==> src/logic/fppd_pkg.sv <==
// constants and types for the flow pulse pair decoder
package fppd_pkg;
	localparam int          DW          = 32;
	localparam logic [7:0]  A_CTRL      = 8'h00;
	localparam logic [7:0]  A_SDIV      = 8'h04;
	localparam logic [7:0]  A_LOG       = 8'h08;
	localparam logic [7:0]  A_STAT      = 8'h0C;
	localparam logic [7:0]  A_TOT_FWD   = 8'h10;
	localparam logic [7:0]  A_TOT_REV   = 8'h14;
	localparam logic [7:0]  A_DP_ODD    = 8'h18;
	localparam logic [7:0]  A_DP_EVEN   = 8'h1C;
	// control field positions
	localparam int          C_MODE_LO   = 0;
	localparam int          C_PCFG_LO   = 2;
	localparam int          C_STORE     = 4;
	localparam int          C_EVEN_UNI  = 5;
	localparam int          C_WIDTH     = 6;
	localparam logic [5:0]  CTRL_RST    = 6'h00;
	// status field positions
	localparam int          S_ODD_PIN   = 0;
	localparam int          S_EVEN_PIN  = 1;
	localparam int          S_DIR_REV   = 2;
	localparam int          S_CLAIMED   = 3;
	localparam int          SDIV_W      = 16;
	localparam logic [15:0] SDIV_RST    = 16'h0063;
	typedef enum logic [1:0] {
		FPPD_OFF   = 2'h0,
		FPPD_UNI   = 2'h1,
		FPPD_BIDIR = 2'h2
	} fppd_mode_t;
	typedef enum logic [1:0] {
		FPPD_PULSE_DIR = 2'h0,
		FPPD_FWD_REV   = 2'h1,
		FPPD_QUAD      = 2'h2
	} fppd_pcfg_t;
endpackage

==> src/logic/fppd_top.sv <==
// flow pulse pair decoder with apb register access
`timescale 1ns/100ps
module fppd_top
	import fppd_pkg::*;
#(
	parameter logic [15:0] SDIV_DEFAULT = fppd_pkg::SDIV_RST
) (
	input  wire logic                pclk,
	input  wire logic                presetn,
	input  wire logic                psel,
	input  wire logic                penable,
	input  wire logic                pwrite,
	input  wire logic [7:0]          paddr,
	input  wire logic [31:0]         pwdata,
	output logic      [31:0]         prdata,
	output logic                     pready,
	output logic                     pslverr,
	input  wire logic                pin_odd,
	input  wire logic                pin_even,
	output logic                     dp_strobe,
	output logic      [31:0]         dp_odd,
	output logic      [31:0]         dp_even
);
	import fppd_pkg::*;

	logic [1:0]            sync1_q;
	logic [1:0]            sync2_q;
	logic [1:0]            smp_q;
	logic [C_WIDTH-1:0]    ctrl_q;
	logic [SDIV_W-1:0]     sdiv_q;
	logic [SDIV_W-1:0]     scnt_q;
	logic                  se_q;
	logic                  dir_q;
	logic                  pready_q;
	logic                  pslverr_q;
	logic [31:0]           prdata_q;
	logic [31:0]           tot_f_q;
	logic [31:0]           tot_r_q;
	logic [31:0]           per_f_q;
	logic [31:0]           per_r_q;
	logic [31:0]           dp_odd_q;
	logic [31:0]           dp_even_q;
	logic                  dp_strobe_q;
	logic                  log_q;
	logic                  wr_en;
	logic                  map_ok;
	logic [31:0]           rd_d;
	fppd_mode_t            mode;
	fppd_pcfg_t            pcfg;
	logic                  claimed;
	logic                  even_uni;
	logic                  indep;
	logic                  rise_o;
	logic                  rise_e;
	logic                  q_fwd;
	logic                  q_rev;
	logic                  inc_f;
	logic                  inc_r;

	assign prdata    = prdata_q;
	assign pready    = pready_q;
	assign pslverr   = pslverr_q;
	assign dp_strobe = dp_strobe_q;
	assign dp_odd    = dp_odd_q;
	assign dp_even   = dp_even_q;

	// configuration decode
	assign mode     = fppd_mode_t'(ctrl_q[C_MODE_LO +: 2]);
	assign pcfg     = fppd_pcfg_t'(ctrl_q[C_PCFG_LO +: 2]);
	assign claimed  = (mode == FPPD_BIDIR);
	assign even_uni = ctrl_q[C_EVEN_UNI] && !claimed;
	assign indep    = claimed && (pcfg == FPPD_PULSE_DIR) && ctrl_q[C_STORE];

	// pin synchronisers
	always_ff @(posedge pclk or negedge presetn) begin
		if (!presetn) begin
			sync1_q <= 2'h0;
			sync2_q <= 2'h0;
		end else begin
			sync1_q <= {pin_even, pin_odd};
			sync2_q <= sync1_q;
		end
	end

	// dedicated sample rate divider
	always_ff @(posedge pclk or negedge presetn) begin
		if (!presetn) begin
			scnt_q <= 16'h0000;
			se_q   <= 1'b0;
		end else if (scnt_q >= sdiv_q) begin
			scnt_q <= 16'h0000;
			se_q   <= 1'b1;
		end else begin
			scnt_q <= scnt_q + 16'h0001;
			se_q   <= 1'b0;
		end
	end

	// bit 0 odd pin, bit 1 even pin; 1 = closed
	always_ff @(posedge pclk or negedge presetn) begin
		if (!presetn) begin
			smp_q <= 2'h0;
		end else if (se_q) begin
			smp_q <= sync2_q;
		end
	end

	assign rise_o = se_q && sync2_q[0] && !smp_q[0];
	assign rise_e = se_q && sync2_q[1] && !smp_q[1];

	// quadrature pair read as {odd, even}
	always_comb begin
		q_fwd = 1'b0;
		q_rev = 1'b0;
		if (se_q) begin
			case ({smp_q[0], smp_q[1], sync2_q[0], sync2_q[1]})
				4'b0001, 4'b0111, 4'b1110, 4'b1000: q_fwd = 1'b1;
				4'b0010, 4'b1011, 4'b1101, 4'b0100: q_rev = 1'b1;
				default: begin
					q_fwd = 1'b0;
					q_rev = 1'b0;
				end
			endcase
		end
	end

	// forward / reverse event selection
	always_comb begin
		inc_f = 1'b0;
		inc_r = 1'b0;
		case (mode)
			FPPD_UNI: begin
				inc_f = rise_o;
				inc_r = even_uni && rise_e;
			end
			FPPD_BIDIR: begin
				case (pcfg)
					FPPD_PULSE_DIR: begin
						inc_f = rise_o && !sync2_q[1];
						inc_r = rise_o && sync2_q[1];
					end
					FPPD_FWD_REV: begin
						inc_f = rise_o;
						inc_r = rise_e;
					end
					FPPD_QUAD: begin
						inc_f = q_fwd;
						inc_r = q_rev;
					end
					default: begin
						inc_f = 1'b0;
						inc_r = 1'b0;
					end
				endcase
			end
			default: begin
				inc_f = even_uni && 1'b0;
				inc_r = even_uni && rise_e;
			end
		endcase
	end

	// accumulated totals and last detected direction
	always_ff @(posedge pclk or negedge presetn) begin
		if (!presetn) begin
			tot_f_q <= 32'h00000000;
			tot_r_q <= 32'h00000000;
			dir_q   <= 1'b0;
		end else begin
			tot_f_q <= tot_f_q + {31'h0, inc_f};
			tot_r_q <= tot_r_q + {31'h0, inc_r};
			if (claimed && pcfg != FPPD_FWD_REV && (inc_f || inc_r)) begin
				dir_q <= inc_r;
			end
		end
	end

	// period counters restart at the boundary, keeping a same-cycle pulse
	always_ff @(posedge pclk or negedge presetn) begin
		if (!presetn) begin
			per_f_q <= 32'h00000000;
			per_r_q <= 32'h00000000;
		end else if (log_q) begin
			per_f_q <= {31'h0, inc_f};
			per_r_q <= {31'h0, inc_r};
		end else begin
			per_f_q <= per_f_q + {31'h0, inc_f};
			per_r_q <= per_r_q + {31'h0, inc_r};
		end
	end

	// datapoint capture
	always_ff @(posedge pclk or negedge presetn) begin
		if (!presetn) begin
			dp_odd_q    <= 32'h00000000;
			dp_even_q   <= 32'h00000000;
			dp_strobe_q <= 1'b0;
		end else begin
			dp_strobe_q <= log_q;
			if (log_q) begin
				if (claimed && !indep) begin
					dp_odd_q  <= per_f_q - per_r_q;
					dp_even_q <= 32'h00000000;
				end else begin
					dp_odd_q  <= per_f_q;
					dp_even_q <= per_r_q;
				end
			end
		end
	end

	// apb slave: one wait state, write and read data at the pready edge
	assign wr_en  = psel && penable && pwrite && pready_q;
	assign map_ok = (paddr[1:0] == 2'h0) && (paddr <= A_DP_EVEN);

	always_comb begin
		rd_d = 32'h00000000;
		case (paddr)
			A_CTRL:    rd_d = {26'h0, ctrl_q};
			A_SDIV:    rd_d = {16'h0000, sdiv_q};
			A_STAT:    rd_d = {28'h0000000, claimed, dir_q, sync2_q[1], sync2_q[0]};
			A_TOT_FWD: rd_d = tot_f_q;
			A_TOT_REV: rd_d = tot_r_q;
			A_DP_ODD:  rd_d = dp_odd_q;
			A_DP_EVEN: rd_d = dp_even_q;
			default:   rd_d = 32'h00000000;
		endcase
	end

	always_ff @(posedge pclk or negedge presetn) begin
		if (!presetn) begin
			pready_q  <= 1'b0;
			pslverr_q <= 1'b0;
			prdata_q  <= 32'h00000000;
		end else begin
			pready_q  <= psel && penable && !pready_q;
			pslverr_q <= psel && penable && !pready_q && !map_ok;
			if (psel && penable && !pready_q && !pwrite) begin
				prdata_q <= rd_d;
			end
		end
	end

	always_ff @(posedge pclk or negedge presetn) begin
		if (!presetn) begin
			ctrl_q <= CTRL_RST;
			sdiv_q <= 16'h0000;
			log_q  <= 1'b0;
		end else begin
			log_q <= wr_en && map_ok && paddr == A_LOG && pwdata[0];
			if (sdiv_q == 16'h0000) begin
				sdiv_q <= SDIV_DEFAULT;
			end
			if (wr_en && map_ok && paddr == A_CTRL) begin
				ctrl_q <= pwdata[C_WIDTH-1:0];
			end
			if (wr_en && map_ok && paddr == A_SDIV && pwdata[15:0] != 16'h0000) begin
				sdiv_q <= pwdata[15:0];
			end
		end
	end
endmodule
==> config.mk <==
export PLATFORM = sky130hd
export DESIGN_NAME = fppd_top
export DESIGN_NICKNAME = d
export VERILOG_FILES = /design/src/logic/fppd_pkg.sv /design/src/logic/fppd_top.sv
export SDC_FILE = /design/constraint.sdc
export NUM_CORES = 1
export LEC_CHECK = 0
export BUFFER_PORTS_ARGS = -buffer_cell sky130_fd_sc_hd__buf_2
export CORE_MARGIN = 5
export CORE_UTILIZATION = 30
export DETAILED_ROUTE_END_ITERATION = 12
export GPL_TIMING_DRIVEN = 0
export SLEW_MARGIN = 20
export SYNTH_ARGS = -nofsm -noshare
export SYNTH_HDL_FRONTEND = slang
export SYNTH_SLANG_ARGS = --single-unit
export TNS_END_PERCENT = 10
==> constraint.sdc <==
create_clock -name pclk -period 3.05 [get_ports pclk]
set_input_delay 0.305 -clock pclk [delete_from_list [all_inputs] [get_ports pclk]]
set_output_delay 0.305 -clock pclk [all_outputs]
set_load 0.05 [all_outputs]
==> flow_summary_export.csv, run 1 <==
group,metric,value,unit
global_route,grt_ovf,0,
finish,mostFrequentLayoutCell,"dfrtp_1",
worst_setup_path,cp_slowest_cell,"dfrtp_1",
clocking,ctsHtreeMaxLevel,1,
logic_synthesis,synthDistinctLibCells,67,
clocking,cts_tree,"done",
detailed_routing,drt_pre_antenna_iters,6,
detailed_routing,detail_route.wirelength,47300,um
worst_setup_path,critical_path.startpoint_type,"register",
finish,regArea,0.00686,mm2
worst_setup_path,critical_path_cell_by_cell,"xnor2_2 -> nand3b_1 -> a211oi_2 -> o21ai_2 -> o21ai_2 -> ha_4 -> nand2_4 -> or3_4 -> nor3_4 -> nand3_4 -> or3_4 -> a21oi_2",
timing,finalMaxSlewViolations,0,
run_status,outcome,"finished, final reports clean",
timing,worstMarginPinSlew,0.814,ns
finish,post_layout_nonfiller_instances,2413,
logic_synthesis,yosysWarningCount,0,
logic_synthesis,ys.flop_type,"dfrtp_1",
worst_setup_path,crit_path_start,"smp_q[0]",
worst_setup_path,cpPeakStageDelay,0.44,ns
placement,port-buffer-count,129,
placement,place_hpwl,36200,um
logic_synthesis,syn_nets,1662,
clocking,numClockSinks,274,
logic_synthesis,synth_enable_flop_cells,0,
finish,mostFrequentLayoutCells,"dfrtp_1 (268), nor2_1 (160), buf_2 (134), nand2_1 (129), inv_1 (100)",
detailed_routing,vias_after_detailed_routing,12500,
power_and_ir_drop,p_sw,0.00169,W
detailed_routing,number_of_drc_violations_after_detailed_routing_iteration_0,952,
global_route,first_global_vias,12300,
clocking,clk-insertion-delay-late,0.59,ns
power_and_ir_drop,static-leakage-power,8.47,nW
finish,ratio_of_cells_with_drive_above_1_in_the_final_layout,18.0,%
worst_setup_path,r2r-end,"per_r_q[27]",
worst_setup_path,worst_r2r_path_depth,12,
clocking,cts-buffers-inserted,30,
timing,final_hold_viol_count,0,
timing,achievable-frequency,330,MHz
logic_synthesis,syn_inst,1556,
worst_setup_path,end_kind,"register",
logic_synthesis,synth-seq-cells,274,
worst_setup_path,reg2reg_setup_slack,0.02,ns
detailed_routing,vias_per_cell,5.18,
power_and_ir_drop,power.switching_fraction,22.2,%
finish,postLayoutCoreUtil,36.9,%
power_and_ir_drop,power.share.clock,49.8,%
finish,finalNetCount,1873,
power_and_ir_drop,power_frac_comb,2.3,%
floorplan,i_o_pin_total,146,
global_route,gr-usage-all-layers,17.2,%
worst_setup_path,critical_path_peak_fanout,7,
floorplan,num_rows,81,
timing,final.min_clock_period,3.03,ns
detailed_routing,avgRoutedWirePerCell,19.6,um
timing,worst_skew,0.0291,ns
power_and_ir_drop,power_density,424,mW/mm2
floorplan,core-area,0.0486,mm2
global_route,initial_antenna_violation_count,0,
floorplan,initial_core_util,30.1,%
timing,fin_crit_sh,99.3,%
logic_synthesis,async_flop_share,100,%
timing,rsz_0062_raised_after_global_routing,"yes",
logic_synthesis,synthesis.area,0.0147,mm2
worst_setup_path,cp_data_arrival_time,3.51,ns
power_and_ir_drop,largest_vdd_supply_drop,0.461,mV
global_route,maximum_number_of_pins_on_one_net_before_global_route_repair,79,
logic_synthesis,synth_top_area_cell,"dfrtp_1",
job,max_cap_viol_count,0,
placement,globalplace.congestion,0.914,
clocking,clock_tree.root_cell,"clkbuf_16",
floorplan,fp.dieArea,0.0534,mm2
detailed_routing,drc,0,
power_and_ir_drop,share_seq_of_total_power,47.9,%
worst_setup_path,critical_path_required,3.54,ns
logic_synthesis,synth.yosys.seq_area_share,46.8,%
clocking,cts-root-to-sink-buffers,3,
global_route,grt_first_pass_wirelength,72800,um
worst_setup_path,criticalPathCategory,"reg2reg",
detailed_routing,antenna_violating_nets_remaining,0,
worst_setup_path,regToRegStartpoint,"smp_q[0]",
power_and_ir_drop,power.internal,0.00592,W
timing,timing.final.setup_violations,0,
finish,fillCellCount,4872,
timing,max-slew-margin-rel,45.7,%
clocking,cts.reportedPaths.clkPinSlew,0.06,ns
hold_path,hold_path_class,"in2reg",
timing,fin_hold_ws,0.0288,ns
logic_synthesis,synthesis.area_per_instance,9.42,um2
placement,placed_cells,2310,
finish,syn_to_final_growth,22.7,%
logic_synthesis,post-synth-top-area-fraction,46.8,%
floorplan,floorplan.die.width,231,um
worst_setup_path,endpoint,"per_r_q[27]",
finish,multiInputGateArea,0.00752,mm2
floorplan,dieHeight,231,um
logic_synthesis,synthTopCellsByArea,"dfrtp_1 (47%), xnor2_1 (5.4%), ha_1 (5.0%), nor2_1 (4.4%), xor2_1 (3.6%)",
-- timing repair --
item                                    in CTS  in global routing
pin swaps                                   23                 24
endpoints found under the setup margin      66                 58
hold buffers                                15                  0
resized for setup                           57                 31
hold endpoints to repair                    63                  0
setup buffers                               25                  8
-- power by group through the flow --
stage,sequential (W),clock [W],combinational (W)
floorplan,0.00372,0,0.0000217
global placement,0.00372,0,0.000140
detailed placement,0.00371,0,0.000157
CTS,0.00365,0.00388,0.000177
global route,0.00365,0.00403,0.000198
finish,0.00365,0.00380,0.000174
-- stage by stage --
step	worst slack [ns]	power [W]	area (um2)	setup TNS (ns)
6_report	0.0221	0.00762	18000	0
3_5_place_dp	-0.820	0.00387	16200	-23.90
3_3_place_gp	-3.40	0.00386	16100	-943.70
5_1_grt	-0.141	0.00787	18000	-1.40
2_1_floorplan	-0.0186	0.00374	14700	-0.0186
4_1_cts	-0.0653	0.00771	17800	-0.244
-- worst max-delay path: cells and delay by family, from the launching register on --
family,cells,cell delay (ns)
xor gates and xnor gates,1,0.22
adders and majority gates,1,0.20
and+or+nand+nor,6,1.47
DFF,1,0.44
AOI/OAI and AO/OA,4,0.59
-- registers in the layout, summed over array words and instances (netlist names), 2 cells and up --
signal   flops
ctrl_q       6
per_f_q     32
per_r_q     32
dp_even     32
prdata      32
tot_f_q     32
scnt_q      16
tot_r_q     32
sync2_q      2
sdiv_q      16
smp_q        2
sync1_q      2
dp_odd      32
-- cell families (layout without fill, tap and decap cells) --
logic type | after synthesis | after routing | synth area share, %
buffers and inverters | 165 | 399 | 4.33
xor gates and xnor gates | 151 | 151 | 9.03
AOI/OAI and AO/OA | 320 | 320 | 14.5
adders and majority gates | 59 | 59 | 5.09
other | 0 | 1 | 0
and+or+nand+nor | 561 | 561 | 18.3
muxes | 26 | 26 | 1.97
DFF | 274 | 274 | 46.8
-- worst min-delay path by stage --
stage | cells after the start | from | slack [ns] | to
floorplan | 0 | presetn | 0.009 | ctrl_q[0]
global placement | 0 | sync1_q[0] | 0.34 | sync2_q[0]
detailed placement | 1 | presetn | 0.24 | pslverr
CTS | 2 | pwdata[2] | 0.0004 | ctrl_q[2]
global route | 2 | pwdata[3] | 0.01 | sdiv_q[3]
finish | 2 | pwdata[2] | 0.03 | ctrl_q[2]
-- synthesized netlist by cell type, types with 5 or more instances --
library cell	count
ha_1	58
inv_1	101
xor2_1	60
nor2b_1	15
and4_1	7
nand2b_1	8
a21o_1	41
nor2_1	170
dfrtp_1	274
or3_1	15
o21a_1	5
and2_1	5
and3_1	23
o21ai_0	72
a31oi_1	18
nor4_1	13
clkbuf_1	46
a211oi_1	5
nand3_1	100
nand4_1	28
nand2_1	134
nor3_1	16
nand3b_1	6
buf_2	6
a21oi_1	91
a222oi_1	34
mux2_2	23
buf_1	11
a221oi_1	5
xnor2_1	91
a22oi_1	14
-- layer usage --
metal  vias to the layer above  wire (um)  part of all wire [%]  GRT usage, %
li1                       5899          -                     -             -
met1                      6192      20400                    43          22.6
met2                       321      23200                    49          30.0
met3                        81       2040                   4.3          1.66
met4                         0       1700                   3.6          5.61
met5                         -          0                     0             0
-- final cells by class --
type	instances	area share, %
sequential	274	38.2
clock inverter	16	1.01
inverter	101	2.11
timing repair buffer	180	6.36
antenna	1	0.0139
clock buffer	39	4.75
multi-input combinational	1117	41.8
tap	622	4.33
buffer	63	1.40
No activity file was read; power rests on OpenSTA's default activity.
==> run 2, diff against run 1 <==
--- a/config.mk
+++ b/config.mk
@@ -6,8 +6,8 @@
 export NUM_CORES = 1
 export LEC_CHECK = 0
 export BUFFER_PORTS_ARGS = -buffer_cell sky130_fd_sc_hd__buf_2
-export CORE_MARGIN = 5
 export CORE_UTILIZATION = 30
+export CTS_BUF_LIST = sky130_fd_sc_hd__clkbuf_16
 export DETAILED_ROUTE_END_ITERATION = 12
 export GPL_TIMING_DRIVEN = 0
 export SLEW_MARGIN = 20
==> run 2 against run 1 <==
The flow now finishes with violations (setup timing). Critical endpoint is now per_r_q[31]. Total power down 3.8%. Hold slack better by 0.00087 ns. Core utilization up 0.28 points. Global-route usage up 1.3 points. Maximum frequency down 3.5%. Count of clock-buffer cells in the layout down 8. Sequential cell count unchanged. Critical path depth up 1. Non-clock buffer count down 2.
==> flow_summary_export.csv, run 2 (synthesis results as in run 1) <==
group,metric,value,unit
run_status,outcome,"finished with violations",
run_status,violations,"setup timing",
timing,worstMarginPinSlew,0.873,ns
worst_setup_path,cp_slowest_cell,"dfrtp_2",
clocking,cts-buffers-inserted,30,
timing,final_hold_viol_count,0,
timing,achievable-frequency,319,MHz
worst_setup_path,critical_path.startpoint_type,"register",
detailed_routing,met2_length,22600,um
worst_setup_path,crit_top_cell,"or3_4",
finish,diodes,0,
timing,worst_skew,0.0141,ns
finish,ratio_of_cells_with_drive_above_1_in_the_final_layout,17.5,%
finish,mostFrequentLayoutCells,"dfrtp_1 (268), nor2_1 (160), buf_2 (134), nand2_1 (129), inv_1 (102)",
clocking,cts-root-to-sink-buffers,3,
power_and_ir_drop,largest_vdd_supply_drop,0.380,mV
finish,mostFrequentLayoutCell,"dfrtp_1",
detailed_routing,vias_after_detailed_routing,12500,
power_and_ir_drop,p_total,0.00733,W
timing,rsz_0062_raised_after_global_routing,"yes",
worst_setup_path,cp_data_arrival_time,3.56,ns
worst_setup_path,critical_path_required,3.48,ns
finish,fillCellCount,4718,
worst_setup_path,criticalPathCategory,"reg2reg",
clocking,clock_tree.root_cell,"clkbuf_16",
detailed_routing,number_of_drc_violations_after_detailed_routing_iteration_0,1153,
placement,globalplace.congestion,0.936,
clocking,numClockSinks,274,
detailed_routing,detail_route.wirelength,47500,um
global_route,gr-usage-all-layers,18.5,%
global_route,maximum_number_of_pins_on_one_net_before_global_route_repair,76,
clocking,ctsHtreeMaxLevel,1,
floorplan,core-area,0.0479,mm2
placement,port-buffer-count,129,
floorplan,num_rows,80,
finish,syn_to_final_growth,21.8,%
finish,finalNetCount,1871,
finish,finish.instance_area,0.0178,mm2
worst_setup_path,cpPeakStageDelay,0.44,ns
timing,fin_crit_sh,103,%
global_route,grt_ovf,0,
detailed_routing,top_layer_used,"met4",
global_route,grt_first_pass_wirelength,71700,um
worst_setup_path,critical-path-top-delay-family,"simple AND/OR/NAND/NOR gates",
worst_setup_path,end_kind,"register",
global_route,initial_antenna_violation_count,1,
timing,final.setup.tns,-0.327,ns
timing,postLayoutSetupSlackWorst,-0.0885,ns
floorplan,floorplan.die.width,223,um
power_and_ir_drop,static-leakage-power,8.39,nW
detailed_routing,drc,0,
floorplan,dieHeight,223,um
worst_setup_path,critical_path_peak_fanout,7,
detailed_routing,detail_route.wirelength.met1,20500,um
detailed_routing,avgRoutedWirePerCell,19.8,um
timing,fin_hold_ws,0.0296,ns
detailed_routing,drt_pre_antenna_iters,7,
floorplan,i_o_pin_total,146,
timing,final.min_clock_period,3.14,ns
global_route,first_global_vias,12200,
timing,timing.final.setup_violations,8,
floorplan,initial_core_util,30.6,%
floorplan,fp.dieArea,0.0497,mm2
detailed_routing,route.met3.wl,2370,um
power_and_ir_drop,power_density,411,mW/mm2
clocking,cts_tree,"done",
placement,place_hpwl,36100,um
finish,postLayoutCoreUtil,37.2,%
hold_path,hold_path_class,"in2reg",
worst_setup_path,timing.critical_path.buf_inv,1,
job,max_cap_viol_count,0,
detailed_routing,vias_per_cell,5.22,
clocking,clk-insertion-delay-late,0.57,ns
worst_setup_path,critical_path_cell_by_cell,"inv_2 -> or3_4 -> a211oi_4 -> o21ai_2 -> o21ai_4 -> ha_4 -> nand2_2 -> or3_4 -> nor3_4 -> nand3_4 -> nor4_4 -> xnor2_1 -> nor2_1",
clocking,cts.reportedPaths.clkPinSlew,0.06,ns
placement,placedInstanceArea,0.0162,mm2
timing,max-slew-margin-rel,41.8,%
timing,finalMaxSlewViolations,0,
detailed_routing,antenna_violating_nets_remaining,0,
## run 2: cell count changes in the layout (fill, tap and decap cells not counted), sizes merged, moves of 2 or more
cell,change
clkinv,+5
dlygate4sd3,-4
clkbuf,-8
buf,+2
## run 2: cell type report
| cell class | count | area (um2) | area share, % |
|---|---|---|---|
| Sequential cell | 274 | 6860 | 38.5 |
| Multi-Input combinational cell | 1117 | 7530 | 42.2 |
| Inverter | 101 | 379 | 2.12 |
| Buffer | 63 | 251 | 1.41 |
| Clock buffer | 31 | 776 | 4.35 |
| Tap cell | 615 | 769 | 4.31 |
| Timing Repair Buffer | 178 | 1120 | 6.27 |
| Clock inverter | 22 | 156 | 0.876 |
## run 2: final timing paths
path / start / to / slack, ns / cells after the start
worst max-delay path: sync2_q[1] / per_r_q[31] / -0.09 / 13
worst min register to register: sync1_q[0] / sync2_q[0] / 0.35 / 0
min in group asynchronous: presetn / sdiv_q[10] / 0.28 / 2
worst min-delay path: pwdata[3] / sdiv_q[3] / 0.03 / 2
max in group asynchronous: presetn / per_f_q[26] / 2.00 / 3
worst max register to register: sync2_q[1] / per_r_q[31] / -0.09 / 13
## run 2: metrics by stage
| step | setup slack (ns) | std cells |
|---|---|---|
| finish | -0.0885 | 2401 |
| global route | -0.189 | 2401 |
| CTS | -0.102 | 2391 |
| detailed placement | -0.859 | 2303 |
| global placement | -3.44 | 2300 |
| floorplan | -0.0186 | 1556 |
## run 2: power by group
part           total (W)  switching [W]  internal (W)
combinational   0.000170       0.000119     0.0000506
sequential       0.00365     0.00000698       0.00364
clock            0.00351        0.00152       0.00199
total            0.00733        0.00165       0.00568
## run 2: metal layers
metal | vias to the layer above | track usage, %
met4 | 0 | 7.79
met5 | - | 0
met1 | 6165 | 24.6
li1 | 5897 | -
met2 | 380 | 30.8
met3 | 94 | 1.88
## run 2: what timing repair did
action	CTS	global route
pin swaps	17	15
hold buffers	11	0
hold endpoints to repair	68	0
gates resized for setup	61	29
setup endpoints to repair	69	49
setup buffers	25	10
